File: src/hw/timer_pkg.sv
// constants shared by the prescaled 8/16-bit timer counter
package timer_pkg;

  // ****************************************
  // register map
  // ****************************************
  localparam int ADDR_W = 12;
  localparam logic [11:0] OFF_CTRL = 12'h000;
  localparam logic [11:0] OFF_LOW = 12'h004;
  localparam logic [11:0] OFF_HIGH = 12'h008;
  localparam logic [11:0] OFF_IRQ = 12'h00C;

  // ****************************************
  // fields and reset values
  // ****************************************
  localparam int CTRL_RUN = 7;
  localparam int CTRL_WIDTH = 6;
  localparam int CTRL_SRC = 5;
  localparam int CTRL_EDGE = 4;
  localparam int CTRL_BYP = 3;
  localparam int CTRL_PS_LSB = 0;
  localparam int CTRL_PS_W = 3;
  localparam int IRQ_IE = 5;
  localparam int IRQ_FLAG = 2;
  localparam logic [7:0] CTRL_RST = 8'hFF;
  localparam logic [7:0] LOW_RST = 8'h00;
  localparam logic [7:0] HIGH_RST = 8'h00;
  localparam logic [7:0] BYTE_ONES = 8'hFF;
  localparam logic [15:0] WORD_ONES = 16'hFFFF;

  // ****************************************
  // timing
  // ****************************************
  // instruction cycle is four input clocks
  localparam logic [1:0] CYCLE_LAST = 2'h3;
  localparam logic [1:0] INHIBIT_CYCLES = 2'h2;

endpackage

File: src/hw/timer_counter.sv
// prescaled 8/16-bit timer counter with apb register access
//
// Decided for this implementation: the register addresses and the APB register port.
`timescale 1ns/1ps
module timer_counter import timer_pkg::*; (
  input wire logic pclk,
  input wire logic presetn,
  input wire logic psel,
  input wire logic penable,
  input wire logic pwrite,
  input wire logic [ADDR_W-1:0] paddr,
  input wire logic [31:0] pwdata,
  input wire logic [3:0] pstrb,
  input wire logic sleep_mode,
  input wire logic external_clock_pin,
  output logic [31:0] prdata,
  output logic pready,
  output logic pslverr,
  output logic overflow_irq
);

  // ****************************************
  // helpers
  // ****************************************
  function automatic logic hit(input logic [ADDR_W-1:0] a, input logic [11:0] off);
    hit = (a == off);
  endfunction

  function automatic logic mapped(input logic [ADDR_W-1:0] a);
    mapped = hit(a, OFF_CTRL) | hit(a, OFF_LOW) | hit(a, OFF_HIGH) | hit(a, OFF_IRQ);
  endfunction

  // low bits of the prescaler that must all be ones for an output pulse
  function automatic logic [7:0] ps_mask(input logic [2:0] ps);
    ps_mask = BYTE_ONES >> (3'h7 - ps);
  endfunction

  // ****************************************
  // state
  // ****************************************
  logic [7:0] ctrl_q;
  logic [7:0] low_q;
  logic [7:0] high_q;
  logic [7:0] buf_q;
  logic [7:0] pre_q;
  logic [1:0] div_q;
  logic [1:0] inhibit_q;
  logic [2:0] sync_q;
  logic pin_lvl_q;
  logic pin_prev_q;
  logic flag_q;
  logic ie_q;
  logic [31:0] prdata_q;
  logic pready_q;
  logic pslverr_q;
  logic irq_q;

  logic setup;
  logic done;
  logic wr_ok;
  logic wr_ctrl;
  logic wr_low;
  logic wr_high;
  logic wr_irq;
  logic rd_low;
  logic cyc_en;
  logic rise;
  logic fall;
  logic ext_edge;
  logic src_tick;
  logic gate;
  logic pre_out;
  logic tick;
  logic ovf;
  logic [7:0] rd_byte;
  logic [7:0] mask;
  logic [15:0] word;
  logic [15:0] word_inc;

  logic run_enable;
  logic width_select;
  logic source_select;
  logic edge_select;
  logic prescaler_bypass;
  logic [2:0] prescale_field;

  assign run_enable = ctrl_q[CTRL_RUN];
  assign width_select = ctrl_q[CTRL_WIDTH];
  assign source_select = ctrl_q[CTRL_SRC];
  assign edge_select = ctrl_q[CTRL_EDGE];
  assign prescaler_bypass = ctrl_q[CTRL_BYP];
  assign prescale_field = ctrl_q[CTRL_PS_LSB +: CTRL_PS_W];

  // ****************************************
  // apb decode
  // ****************************************
  assign setup = psel & ~penable;
  assign done = psel & penable & pready_q;
  // unmapped or lane-less writes change nothing
  assign wr_ok = done & pwrite & ~pslverr_q & pstrb[0];
  assign wr_ctrl = wr_ok & hit(paddr, OFF_CTRL);
  assign wr_low = wr_ok & hit(paddr, OFF_LOW);
  assign wr_high = wr_ok & hit(paddr, OFF_HIGH);
  assign wr_irq = wr_ok & hit(paddr, OFF_IRQ);
  // read side effect lands on the same edge that samples the low byte
  assign rd_low = setup & ~pwrite & hit(paddr, OFF_LOW);

  always_comb begin
    rd_byte = 8'h00;
    if (hit(paddr, OFF_CTRL)) begin
      rd_byte = ctrl_q;
    end else if (hit(paddr, OFF_LOW)) begin
      rd_byte = low_q;
    end else if (hit(paddr, OFF_HIGH)) begin
      rd_byte = buf_q;
    end else if (hit(paddr, OFF_IRQ)) begin
      rd_byte[IRQ_IE] = ie_q;
      rd_byte[IRQ_FLAG] = flag_q;
    end
  end

  always_ff @(posedge pclk or negedge presetn) begin
    if (!presetn) begin
      pready_q <= 1'b0;
      pslverr_q <= 1'b0;
      prdata_q <= 32'h0000_0000;
    end else begin
      pready_q <= setup;
      pslverr_q <= setup & ~mapped(paddr);
      if (setup) begin
        prdata_q <= {24'h00_0000, rd_byte};
      end
    end
  end

  // ****************************************
  // instruction cycle divider
  // ****************************************
  always_ff @(posedge pclk or negedge presetn) begin
    if (!presetn) begin
      div_q <= 2'h0;
    end else begin
      div_q <= (div_q == CYCLE_LAST) ? 2'h0 : div_q + 2'h1;
    end
  end

  assign cyc_en = (div_q == CYCLE_LAST);

  // ****************************************
  // external pin synchroniser
  // ****************************************
  // a level is taken only once two stages agree, so one glitch is ignored
  always_ff @(posedge pclk or negedge presetn) begin
    if (!presetn) begin
      sync_q <= 3'h0;
      pin_lvl_q <= 1'b0;
      pin_prev_q <= 1'b0;
    end else begin
      sync_q <= {sync_q[1:0], external_clock_pin};
      if (sync_q[1] == sync_q[2]) begin
        pin_lvl_q <= sync_q[2];
      end
      pin_prev_q <= pin_lvl_q;
    end
  end

  assign rise = pin_lvl_q & ~pin_prev_q;
  assign fall = ~pin_lvl_q & pin_prev_q;
  assign ext_edge = edge_select ? fall : rise;

  // ****************************************
  // clock selection and prescaler
  // ****************************************
  assign src_tick = source_select ? ext_edge : cyc_en;
  assign gate = run_enable & ~sleep_mode;
  assign mask = ps_mask(prescale_field);
  assign pre_out = src_tick & ((pre_q & mask) == mask);

  // settings are read live each cycle, so reassignment needs no stop
  always_ff @(posedge pclk or negedge presetn) begin
    if (!presetn) begin
      pre_q <= 8'h00;
    end else if (wr_low && !prescaler_bypass) begin
      pre_q <= 8'h00;
    end else if (src_tick && gate && !prescaler_bypass) begin
      pre_q <= pre_q + 8'h01;
    end
  end

  // ****************************************
  // write inhibit
  // ****************************************
  always_ff @(posedge pclk or negedge presetn) begin
    if (!presetn) begin
      inhibit_q <= 2'h0;
    end else if (wr_low) begin
      inhibit_q <= INHIBIT_CYCLES;
    end else if (cyc_en && inhibit_q != 2'h0) begin
      inhibit_q <= inhibit_q - 2'h1;
    end
  end

  assign tick = gate & (prescaler_bypass ? src_tick : pre_out) & (inhibit_q == 2'h0);

  // ****************************************
  // count registers
  // ****************************************
  assign word = {high_q, low_q};
  assign word_inc = word + 16'h0001;
  assign ovf = tick & ~wr_low & (width_select ? (low_q == BYTE_ONES) : (word == WORD_ONES));

  always_ff @(posedge pclk or negedge presetn) begin
    if (!presetn) begin
      low_q <= LOW_RST;
      high_q <= HIGH_RST;
    end else if (wr_low) begin
      low_q <= pwdata[7:0];
      if (!width_select) begin
        high_q <= buf_q;
      end
    end else if (tick) begin
      if (width_select) begin
        low_q <= low_q + 8'h01;
      end else begin
        low_q <= word_inc[7:0];
        high_q <= word_inc[15:8];
      end
    end
  end

  // ****************************************
  // high byte buffer
  // ****************************************
  always_ff @(posedge pclk or negedge presetn) begin
    if (!presetn) begin
      buf_q <= HIGH_RST;
    end else if (wr_high) begin
      buf_q <= pwdata[7:0];
    end else if (rd_low && !width_select) begin
      buf_q <= high_q;
    end
  end

  // ****************************************
  // control register
  // ****************************************
  always_ff @(posedge pclk or negedge presetn) begin
    if (!presetn) begin
      ctrl_q <= CTRL_RST;
    end else if (wr_ctrl) begin
      ctrl_q <= pwdata[7:0];
    end
  end

  // ****************************************
  // overflow flag and request
  // ****************************************
  // never cleared by hardware; a wrap in the clearing cycle wins
  always_ff @(posedge pclk or negedge presetn) begin
    if (!presetn) begin
      flag_q <= 1'b0;
    end else if (ovf) begin
      flag_q <= 1'b1;
    end else if (wr_irq) begin
      flag_q <= pwdata[IRQ_FLAG];
    end
  end

  always_ff @(posedge pclk or negedge presetn) begin
    if (!presetn) begin
      ie_q <= 1'b0;
    end else if (wr_irq) begin
      ie_q <= pwdata[IRQ_IE];
    end
  end

  always_ff @(posedge pclk or negedge presetn) begin
    if (!presetn) begin
      irq_q <= 1'b0;
    end else begin
      irq_q <= flag_q & ie_q;
    end
  end

  // ****************************************
  // outputs
  // ****************************************
  assign prdata = prdata_q;
  assign pready = pready_q;
  assign pslverr = pslverr_q;
  assign overflow_irq = irq_q;

endmodule

File: config.mk
export PLATFORM = sky130hd
export DESIGN_NAME = timer_counter
export DESIGN_NICKNAME = d
export VERILOG_FILES = /design/src/hw/timer_pkg.sv /design/src/hw/timer_counter.sv
export SDC_FILE = /design/constraint.sdc
export NUM_CORES = 1
export LEC_CHECK = 0
export ABC_AREA = 1
export BUFFER_PORTS_ARGS = -buffer_cell sky130_fd_sc_hd__buf_2
export CORE_MARGIN = 8
export CORE_UTILIZATION = 30
export CTS_BUF_LIST = sky130_fd_sc_hd__clkbuf_2
export DETAILED_ROUTE_END_ITERATION = 8
export GPL_ROUTABILITY_DRIVEN = 0
export MAX_ROUTING_LAYER = met4
export PLACE_DENSITY = 0.52
export RECOVER_POWER = 100
export SLEW_MARGIN = 30
export SYNTH_ARGS = -nofsm -noshare
export SYNTH_HDL_FRONTEND = slang
export SYNTH_SLANG_ARGS = --single-unit
File: constraint.sdc
create_clock -name pclk -period 2 [get_ports pclk]
set_input_delay 0 -clock pclk [delete_from_list [all_inputs] [get_ports pclk]]
set_output_delay 0 -clock pclk [all_outputs]
set_load 0.02 [all_outputs]
==> results of run 1 <==
[report_power, final]
| group | switching, mW | total [mW] | internal, mW | leakage (nW) |
|---|---|---|---|---|
| Clock | 0.471 | 0.762 | 0.291 | 0.0755 |
| Combinational | 0.330 | 0.545 | 0.215 | 1.56 |
| Sequential | 0.134 | 1.49 | 1.36 | 0.793 |
[cell usage in the layout, fill, tap and decap left out, drive strengths merged, types with 2 or more instances in the layout]
| master | count |
|---|---|
| a21oi | 8 |
| nor3 | 7 |
| o21ai | 25 |
| buf | 34 |
| conb | 24 |
| o22ai | 12 |
| ha | 4 |
| dlygate4sd3 | 28 |
| nand3 | 51 |
| nor2 | 53 |
| nand4 | 7 |
| dfstp | 8 |
| xor2 | 13 |
| clkinv | 6 |
| o2111ai | 2 |
| clkbuf | 24 |
| inv | 58 |
| dfrtp | 54 |
| o211ai | 2 |
| nand2 | 174 |
[area by class of cell]
type	count	area, um2	share of cell area [%]
tap	172	215	4.71
sequential	62	1560	34.2
multi-input combinational	388	1920	42.1
clock inverter	5	50.0	1.10
clock buffer	11	55.1	1.21
timing repair buffer	76	531	11.6
inverter	60	231	5.07
[registers in the layout (all words and copies together) (netlist names), 2 cells and up]
name and count:
prdata 8, low_q 8, sync_q 3, pre_q 8, ctrl_q 8, buf_q 8, high_q 8, inhibit_q 2
div_q 2
[metrics by stage]
stage / std cells / area, um2
after floorplan: 545 / 3980
after global placement: 729 / 4200
after detailed placement: 729 / 4200
after CTS: 774 / 4600
after global routing: 774 / 4570
final: 774 / 4570
[kinds of logic (layout without fill, tap and decap cells)]
logic type	Yosys count	in the layout	share of synthesized area (%)
AND/OR/NAND/NOR	294	294	34.6
buffers and inverters	95	152	12.8
other	1	24	0.0963
adder cells (fa/ha/maj)	5	5	1.54
AO/OA/AOI/OAI	50	50	7.39
flip-flops	62	62	40.1
multiplexers	2	2	0.546
XOR/XNOR	13	13	2.92
[path summary, 6_finish.rpt]
path	depth (start not counted)	start	slack, ps	endpoint
setup reg to reg	7	pslverr	160	flag_q
setup / recovery	10	paddr[0]	-100	flag_q
max in group asynchronous	4	presetn	390	prdata[5]
hold / removal	6	paddr[7]	50	ie_q
hold reg to reg	0	sync_q[0]	370	sync_q[1]
min in group asynchronous	3	presetn	430	high_q[3]
[per-layer routing]
| metal | vias up | GRT usage (%) | wire (um) |
|---|---|---|---|
| met4 | 0 | 4.23 | 185 |
| met3 | 15 | 4.45 | 654 |
| met5 | - | - | 0 |
| met2 | 83 | 22.6 | 5220 |
| li1 | 1766 | - | - |
| met1 | 1645 | 15.6 | 4630 |
[worst max-delay path: cells and delay by family]
kind / cells / cell delay (ps)
mux: 1 / 170
buf+inv: 5 / 1880
simple gates: 4 / 520
[repair_timing]
item / 4_1_cts / 5_1_grt
hold buffers: 29 / 0
endpoints found under the hold margin: 101 / 0
gates resized for setup: 0 / 2
setup endpoints to repair: 0 / 17
==> results.md, run 1 <==
• finished, violations left — run status
• negative setup slack — failing checks
• 0 — count of final max-slew check failures
• 16900 um2 — overall die area
• 17300 um — first-pass GRT wire length
• 13.8 um — Wirelength per Cell
• 0 — final hold viol count
• 3509 — via total after detailed routing
• 13.7% — total track usage
• 0 — Yosys warning total
• 0 — Diodes inserted
• 265 ps — Post-Place Worst Slack
• nand2_1 (167), dfrtp_1 (54), inv_1 (48), nor2_1 (47), nand3_1 (40) — Commonest cells post-synth
• 30.7% — starting density of the core
• dlygate4sd3_1, buf_2, inv_1, nand2_1, nor3_2, dlygate4sd3_1, nand3_1, mux2i_1, dlygate4sd3_1, nand2_1 — critical path cell sequence
• 1387 — Filler Cells Inserted
• 522 — number of cells produced by synthesis
• 53.7 ps — worst hold margin
• 267 — starting DRC count in detailed routing
• true — RSZ-0062 raised after global routing
• dfrtp_1 — area leader, netlist
• 40.1% — sequential cell area fraction in the yosys report
• 7.46 um2 — Post-Synthesis Mean Instance Area
• 3890 um2 — post-synthesis cell area
• in2reg — class of the tightest hold or removal check
• 200 ps — clock-pin slew of the registers on the worst-case setup and hold paths
• 0 — count of antenna-violating nets left after detailed routing
• 540 ps — clock insertion delay at the later pin of the skew report
• 5 — detailed-routing iteration count for the pre-antenna-repair pass
• 90 — count of boundary I/O pins
• 614 nW/um2 — P per Cell Area
• flip-flop — critical path endpoint category
• 656 — Final nets
• 40.6% — max-slew headroom at the worst pin
• 2 — maximum count of clock buffers along a single path
• 35 — largest net degree at the start of global routing
• -101 ps — Final WS setup
• 130 um — die extent in x
• 10700 um — wire length after detailed routing
• 2.43 nW — total leakage power
• 41 — std cell rows
• 0.000238 V — worst voltage drop across the vdd grid
• dfrtp_1 — most used flip-flop cell after synthesis
• nand2_1 — leading cell type by number of instances after synthesis
• 62 — Sinks on Clock Net
• 0.476 GHz — max frequency
• 2570 ps — Data arrival, critical path
• 62 — number of synthesized register bits
• 890 ps — slew at the pin closest to its max-slew limit
• in2reg — CP Class
• primary input — startpoint type of the worst setup path
• 36.0% — post-layout util
• 16.6% — layout cell share with drive strength beyond 1
• 105% — part of the cycle the worst path needs
• -101 ps — Total Neg Setup Slack
• 34.7% — proportion of netlist area held by the largest area contributor
• 2460 ps — required time at the worst-slack endpoint
• 12700 um2 — standard cell core area
• dlygate4sd3_1 — most repeated library cell on the critical path
• 3451 — vias in the first global route
• 9 — CTS Buf Count
• dlygate4sd3_1 — cell type of the slowest stage on the worst timing path
• 41 — Unique masters post-synth
• 0 — DRC violation count after routing
• 7970 um — detailed-placement wirelength estimate
• 590 ps — Slowest Stage Delay on Critical Path
• 100% — proportion of register bits with asynchronous set or reset after synthesis
• 0 — Max Cap Violations
• clkbuf_2 — Root Buffer Master
• dfrtp_1 (35%), nand2_1 (16%), dfstp_2 (5.4%), nand3_1 (5.1%), buf_4 (4.6%) — largest cells by area after synthesis
• 0 — count of flip-flops with a built-in enable after synthesis
• 3 — maximum net fanout on the critical path
• 38 — total of buffers placed on input and output ports
• 0 — grt ovf
• 2100 ps — time the worst path needs with I/O delays and setup
• 2.80 mW — Total Power Consumption
• 3 — CTS H-tree lvls
• 1 — setup violation total in the final timing report
• 4.53 — average vias per placed instance
• 17.2% — post-synthesis to final-layout area growth
• 130 um — die extent in y
• 35.5 ps — clock tree skew after final layout
• done — CTS tree
• 0 — count of buffers added by post-CTS timing repair for setup
• 0 — initial antenna violation count
No activity file was read; power rests on OpenSTA's default activity.
==> run 2: changes to the inputs <==
Settings changed: ABC_AREA 1 to not set.
==> results.md, run 2 <==
• finished, violations left — run status
• max-capacitance violations, max-slew violations — failing checks
• 11300 um2 — standard cell core area
• 2928 — vias in the first global route
• 3430 um2 — post-synthesis cell area
• dlygate4sd3_1 — cell type of the slowest stage on the worst timing path
• 1.88 nW — total leakage power
• 100% — proportion of register bits with asynchronous set or reset after synthesis
• primary input — startpoint type of the worst setup path
• 15100 um2 — overall die area
• 13.5% — total track usage
• done — CTS tree
• 15300 um — first-pass GRT wire length
• 1.75% — arithmetic-cell share of the synthesized area counting full adders, half adders and majority gates
• 8 — maximum net fanout on the critical path
• 1900 ps — time the worst path needs with I/O delays and setup
• -2.82% — max-slew headroom at the worst pin
• 530 ps — clock insertion delay at the later pin of the skew report
• 501 — Final nets
• 29 — count of final max-slew check failures
• 2350 ps — Data arrival, critical path
• 591 — final cell count without fillers
• 39 — std cell rows
• 62 — Sinks on Clock Net
• 200 ps — clock-pin slew of the registers on the worst-case setup and hold paths
• in2reg — class of the tightest hold or removal check
• 0 — DRC violation count after routing
• 16.0% — compound-cell area share of the yosys netlist
• 357 — number of cells produced by synthesis
• dfrtp_1 — leading cell type by number of instances after synthesis
• 2932 — via total after detailed routing
• 7000 um — detailed-placement wirelength estimate
• 50.5 ps — Post-Place Worst Slack
• 0 — setup violation total in the final timing report
• 90 — count of boundary I/O pins
• 38 — total of buffers placed on input and output ports
• 0.525 GHz — max frequency
• 0 — count of antenna-violating nets left after detailed routing
• 2 — maximum count of clock buffers along a single path
• 39.4% — proportion of netlist area held by the largest area contributor
• 1 — Max Cap Violations
• dfrtp_1 — most common library cell in the layout ignoring fill and taps
• 9.61 um2 — Post-Synthesis Mean Instance Area
• dlygate4sd3_1, clkbuf_1, nor4_4, nand3_1, or2_0, or4_4, and2_1, a21oi_2 — critical path cell sequence
• flip-flop — critical path endpoint category
• 3 — CTS H-tree lvls
• 4.85% — share of synthesized area spent on multiplexers
• in2reg — CP Class
• 51 — Unique masters post-synth
• 2.55% — Synth Area in XOR/XNOR
• 0.000298 V — worst voltage drop across the vdd grid
• 95.1 ps — Final WS setup
• 2440 ps — required time at the worst-slack endpoint
• 45.5% — sequential cell area fraction in the yosys report
• 4250 um2 — final instance area
• 29 — largest net degree at the start of global routing
• 30.4% — starting density of the core
• 282 — starting DRC count in detailed routing
• dfrtp_1 (39%), dfstp_2 (6.1%), buf_4 (5.3%), nor2_1 (3.2%), mux2_2 (3.0%) — largest cells by area after synthesis
• 1540 ps — slew at the pin closest to its max-slew limit
• 24.8% — layout cell share with drive strength beyond 1
• 3860 um2 — Post-Place Cell Area
• 9810 um — wire length after detailed routing
• 123 um — die extent in x
• 23.9% — post-synthesis to final-layout area growth
• 0 — count of flip-flops with a built-in enable after synthesis
• 20.2% — simple-gate portion of the synthesized area
• dfrtp_1 (53), nor2_1 (27), buf_4 (27), buf_2 (25) — most frequent cells in the layout
• 552 — cell count after placement
• simple AND/OR/NAND/NOR gates — main combinational cell family by area after synthesis
• 9 — CTS Buf Count
• dfrtp_1 (54), nor2_1 (29), buf_4 (24), nand2_1 (24), nand3_1 (17) — Commonest cells post-synth
• 1 — initial antenna violation count
• 0 — final hold viol count
• 0 — Yosys warning total
• 4.96 — average vias per placed instance
• 95.2% — part of the cycle the worst path needs
• 123 um — die extent in y
• 62 — number of synthesized register bits
• 0 — grt ovf
• dfrtp_1 — most used flip-flop cell after synthesis
• 530 ps — Slowest Stage Delay on Critical Path
• clkbuf_2 — Root Buffer Master
• 5 — detailed-routing iteration count for the pre-antenna-repair pass
• 16.6 um — Wirelength per Cell
• 576 nW/um2 — P per Cell Area
• 34.9 ps — clock tree skew after final layout
• dfrtp_1 — area leader, netlist
run 2: changes by cell type after synthesis, sizes merged, moves of 5 or more:
| cell | delta |
|---|---|
| nand2 | -150 |
| inv | -42 |
| nand3 | -33 |
| nor2 | -24 |
| a21oi | +16 |
| nand2b | +14 |
| clkbuf | +9 |
| mux2 | +8 |
| a2bb2oi | +7 |
| a221oi | +6 |
| buf | -6 |
| xor2 | -6 |
| and3 | +5 |
run 2: cells by family (layout without fill, tap and decap cells):
| logic type | count (synthesis) | count (layout) |
|---|---|---|
| buffers and inverters | 54 | 121 |
| xor gates and xnor gates | 10 | 10 |
| adders and majority gates | 5 | 5 |
| other | 1 | 25 |
| and+or+nand+nor | 129 | 129 |
| DFF | 62 | 62 |
| muxes | 13 | 13 |
| AOI/OAI and AO/OA | 83 | 83 |
run 2: final cells by class:
cell class / count / area [um2]
fillers: 1137 / 7020
multi-input cells: 264 / 1720
flip-flops and latches: 62 / 1560
repair buffers: 89 / 599
well taps: 143 / 179
clock inverters: 5 / 75.1
inverters: 16 / 60.1
clock buffers: 11 / 55.1
diodes: 1 / 2.50
run 2: layer usage:
metal  track usage, %  vias to the layer above  share of wire [%]
li1                 -                     1407                  -
met1             17.5                     1413                 45
met2             20.1                      100                 46
met3             2.19                       12                6.9
met4             7.01                        0                1.9
met5                -                        -                  0
run 2: worst max-delay path, delay by kind of cell:
family                 cells  cell delay [ps]
buffers and inverters      2              650
and+or+nand+nor            5             1480
AOI/OAI and AO/OA          1              200
run 2: what timing repair did:
action	4_1_cts	5_1_grt
setup buffers	0	1
hold buffers	21	0
endpoints found under the hold margin	81	0
endpoints found under the setup margin	0	15
gates resized for setup	0	12
run 2: metrics by stage:
step	util (%)	setup TNS [ps]	hold WS [ps]	power, mW
final	37.7	0	71.7	2.45
after detailed placement	34.3	0	73.2	1.54
after global routing	37.7	-20.3	40.9	2.57
after floorplan	-	0	-296	1.48
after global placement	34.3	0	63.7	1.53
after CTS	37.3	0	12.4	2.48
run 2: power by group:
| part | total, mW | switching [mW] | internal, mW |
|---|---|---|---|
| sequential | 1.30 | 0.0147 | 1.28 |
| clock | 0.896 | 0.478 | 0.419 |
| combinational | 0.252 | 0.152 | 0.100 |
| total | 2.45 | 0.644 | 1.80 |
run 2: final timing paths:
check | cells past startpoint | start | endpoint | slack [ps]
max | 8 | paddr[8] | buf_q[0] | 100
min | 5 | pwrite | buf_q[4] | 70
max reg2reg | 8 | ctrl_q[4] | pre_q[7] | 100
min reg2reg | 0 | sync_q[1] | sync_q[2] | 400
max in group asynchronous | 3 | presetn | buf_q[3] | 360
min in group asynchronous | 2 | presetn | pre_q[2] | 370
==> run 3: changes to the inputs <==
Settings changed: GPL_TIMING_DRIVEN set to 0.
==> results.md, run 3 (synthesis gave the netlist of run 2 again) <==
• 7140 um — detailed-placement wirelength estimate
• clkbuf_2 — Root Buffer Master
• 11300 um2 — standard cell core area
• 1110 ps — slew at the pin closest to its max-slew limit
• -650 ps — Post-Place Worst Slack
• 37 — total of buffers placed on input and output ports
• 510 ps — clock insertion delay at the later pin of the skew report
• dfrtp_1 — most common library cell in the layout ignoring fill and taps
• 1960 ps — time the worst path needs with I/O delays and setup
• finished, violations left — run status
• 2997 — via total after detailed routing
• flip-flop — critical path endpoint category
• 0.000312 V — worst voltage drop across the vdd grid
• 4.94 — average vias per placed instance
• true — RSZ-0062 raised after global routing
• 0 — count of final max-slew check failures
• 2899 — vias in the first global route
• 0 — DRC violation count after routing
• high_q[1] — terminus of the critical flop-to-flop path
• dfstp_2 — cell type of the slowest stage on the worst timing path
• 0 — setup violation total in the final timing report
• 16.5 um — Wirelength per Cell
• 1 — final hold viol count
• 25.7% — max-slew headroom at the worst pin
• in2reg — class of the tightest hold or removal check
• 9 — CTS Buf Count
• 224 — starting DRC count in detailed routing
• 27.2 ps — clock tree skew after final layout
• sleep_mode — worst hold start
• 39 — std cell rows
• 640 ps — Slowest Stage Delay on Critical Path
• 0.510 GHz — max frequency
• 27.7% — post-synthesis to final-layout area growth
• 1.98 nW — total leakage power
• 39.1 ps — Final WS setup
• 15800 um — first-pass GRT wire length
• 7 — worst-case reg-to-reg path depth
• reg2reg — CP Class
• 123 um — die extent in x
• 62 — Sinks on Clock Net
• 0 — count of antenna-violating nets left after detailed routing
• 98.0% — part of the cycle the worst path needs
• 15100 um2 — overall die area
• 28.3% — layout cell share with drive strength beyond 1
• 180 ps — clock-pin slew of the registers on the worst-case setup and hold paths
• 3 — CTS H-tree lvls
• 2 — maximum count of clock buffers along a single path
• 563 nW/um2 — P per Cell Area
• 30.4% — starting density of the core
• pre_q[0] — worst hold endpoint
• -1.32 ps — worst hold margin
• 0 — grt ovf
• 90 — count of boundary I/O pins
• negative hold slack — failing checks
• 2.47 mW — Total Power Consumption
• flip-flop — startpoint type of the worst setup path
• ctrl_q[0] — Reg2Reg Launch Point
• 14.0% — total track usage
• 10000 um — wire length after detailed routing
• 517 — Final nets
• dfrtp_1 (52), buf_4 (32), nor2_1 (27), buf_2 (26), conb_1 (24) — most frequent cells in the layout
• nand2b_1, a21oi_1, o41ai_4, buf_4, a21oi_2, nor3_1, o21a_1 — critical path cell sequence
• 2380 ps — Data arrival, critical path
• 1 — initial antenna violation count
• 5 — detailed-routing iteration count for the pre-antenna-repair pass
• 5 — maximum net fanout on the critical path
• 40 ps — setup slack on the worst flop-to-flop path
• 44 — largest net degree at the start of global routing
• 0 — Max Cap Violations
• 6 — WHS Path Cells
• 2420 ps — required time at the worst-slack endpoint
• 123 um — die extent in y
• done — CTS tree
==> run 3: layout make-up <==
class | instances | area (um2)
Antenna cell | 1 | 2.50
Buffer | 38 | 255
Clock buffer | 11 | 55.1
Clock inverter | 5 | 73.8
Fill cell | 1150 | 6890
Inverter | 16 | 60.1
Multi-Input combinational cell | 265 | 1750
Sequential cell | 62 | 1560
Tap cell | 143 | 179
Timing Repair Buffer | 66 | 440
==> run 3: power by group <==
part           total (mW)  switching (mW)  leakage [nW]  internal, mW
logic               0.280           0.157          1.14         0.123
clock network       0.888           0.471        0.0834         0.417
registers            1.30          0.0148         0.756          1.28
==> run 3: timing repair <==
| action | 4_1_cts | 5_1_grt |
|---|---|---|
| hold buffers | 18 | 0 |
| gates cloned | 0 | 1 |
| gates resized for setup | 12 | 20 |
| endpoints found under the hold margin | 94 | 0 |
| setup endpoints to repair | 22 | 29 |
| pin swaps | 3 | 1 |
| setup buffers | 4 | 6 |
==> run 3: stage by stage <==
stage	setup TNS (ps)	cell area, um2	util [%]	cells
detailed placement	-11140	3920	34.7	561
global placement	-10650	3880	34.5	560
finish	0	4380	38.9	607
floorplan	0	3520	-	380
CTS	-110	4310	38.2	599
global route	-50.6	4380	38.9	607
==> run 3: worst max-delay path by stage <==
stage	from	to	slack, ps	cells after the start
finish	ctrl_q[0]	high_q[1]	40	7
global route	ctrl_q[4]	low_q[2]	-20	8
CTS	pslverr	high_q[1]	-40	6
detailed placement	pre_q[2]	high_q[2]	-650	5
global placement	pre_q[2]	high_q[0]	-670	5
floorplan	ctrl_q[4]	high_q[0]	3	6
==> run 3: worst max-delay path: cells and delay by family, from the launching register on <==
kind                   cells  cell delay [ps]
AO/OA/AOI/OAI              4              880
buffers and inverters      1              180
flip-flops                 1              640
AND/OR/NAND/NOR            2              170
==> run 3: per-layer routing <==
metal	global-route usage, %	part of all wire (%)
met5	-	0
met4	6.40	2.2
met3	2.28	7.1
met2	20.4	46
met1	18.7	45
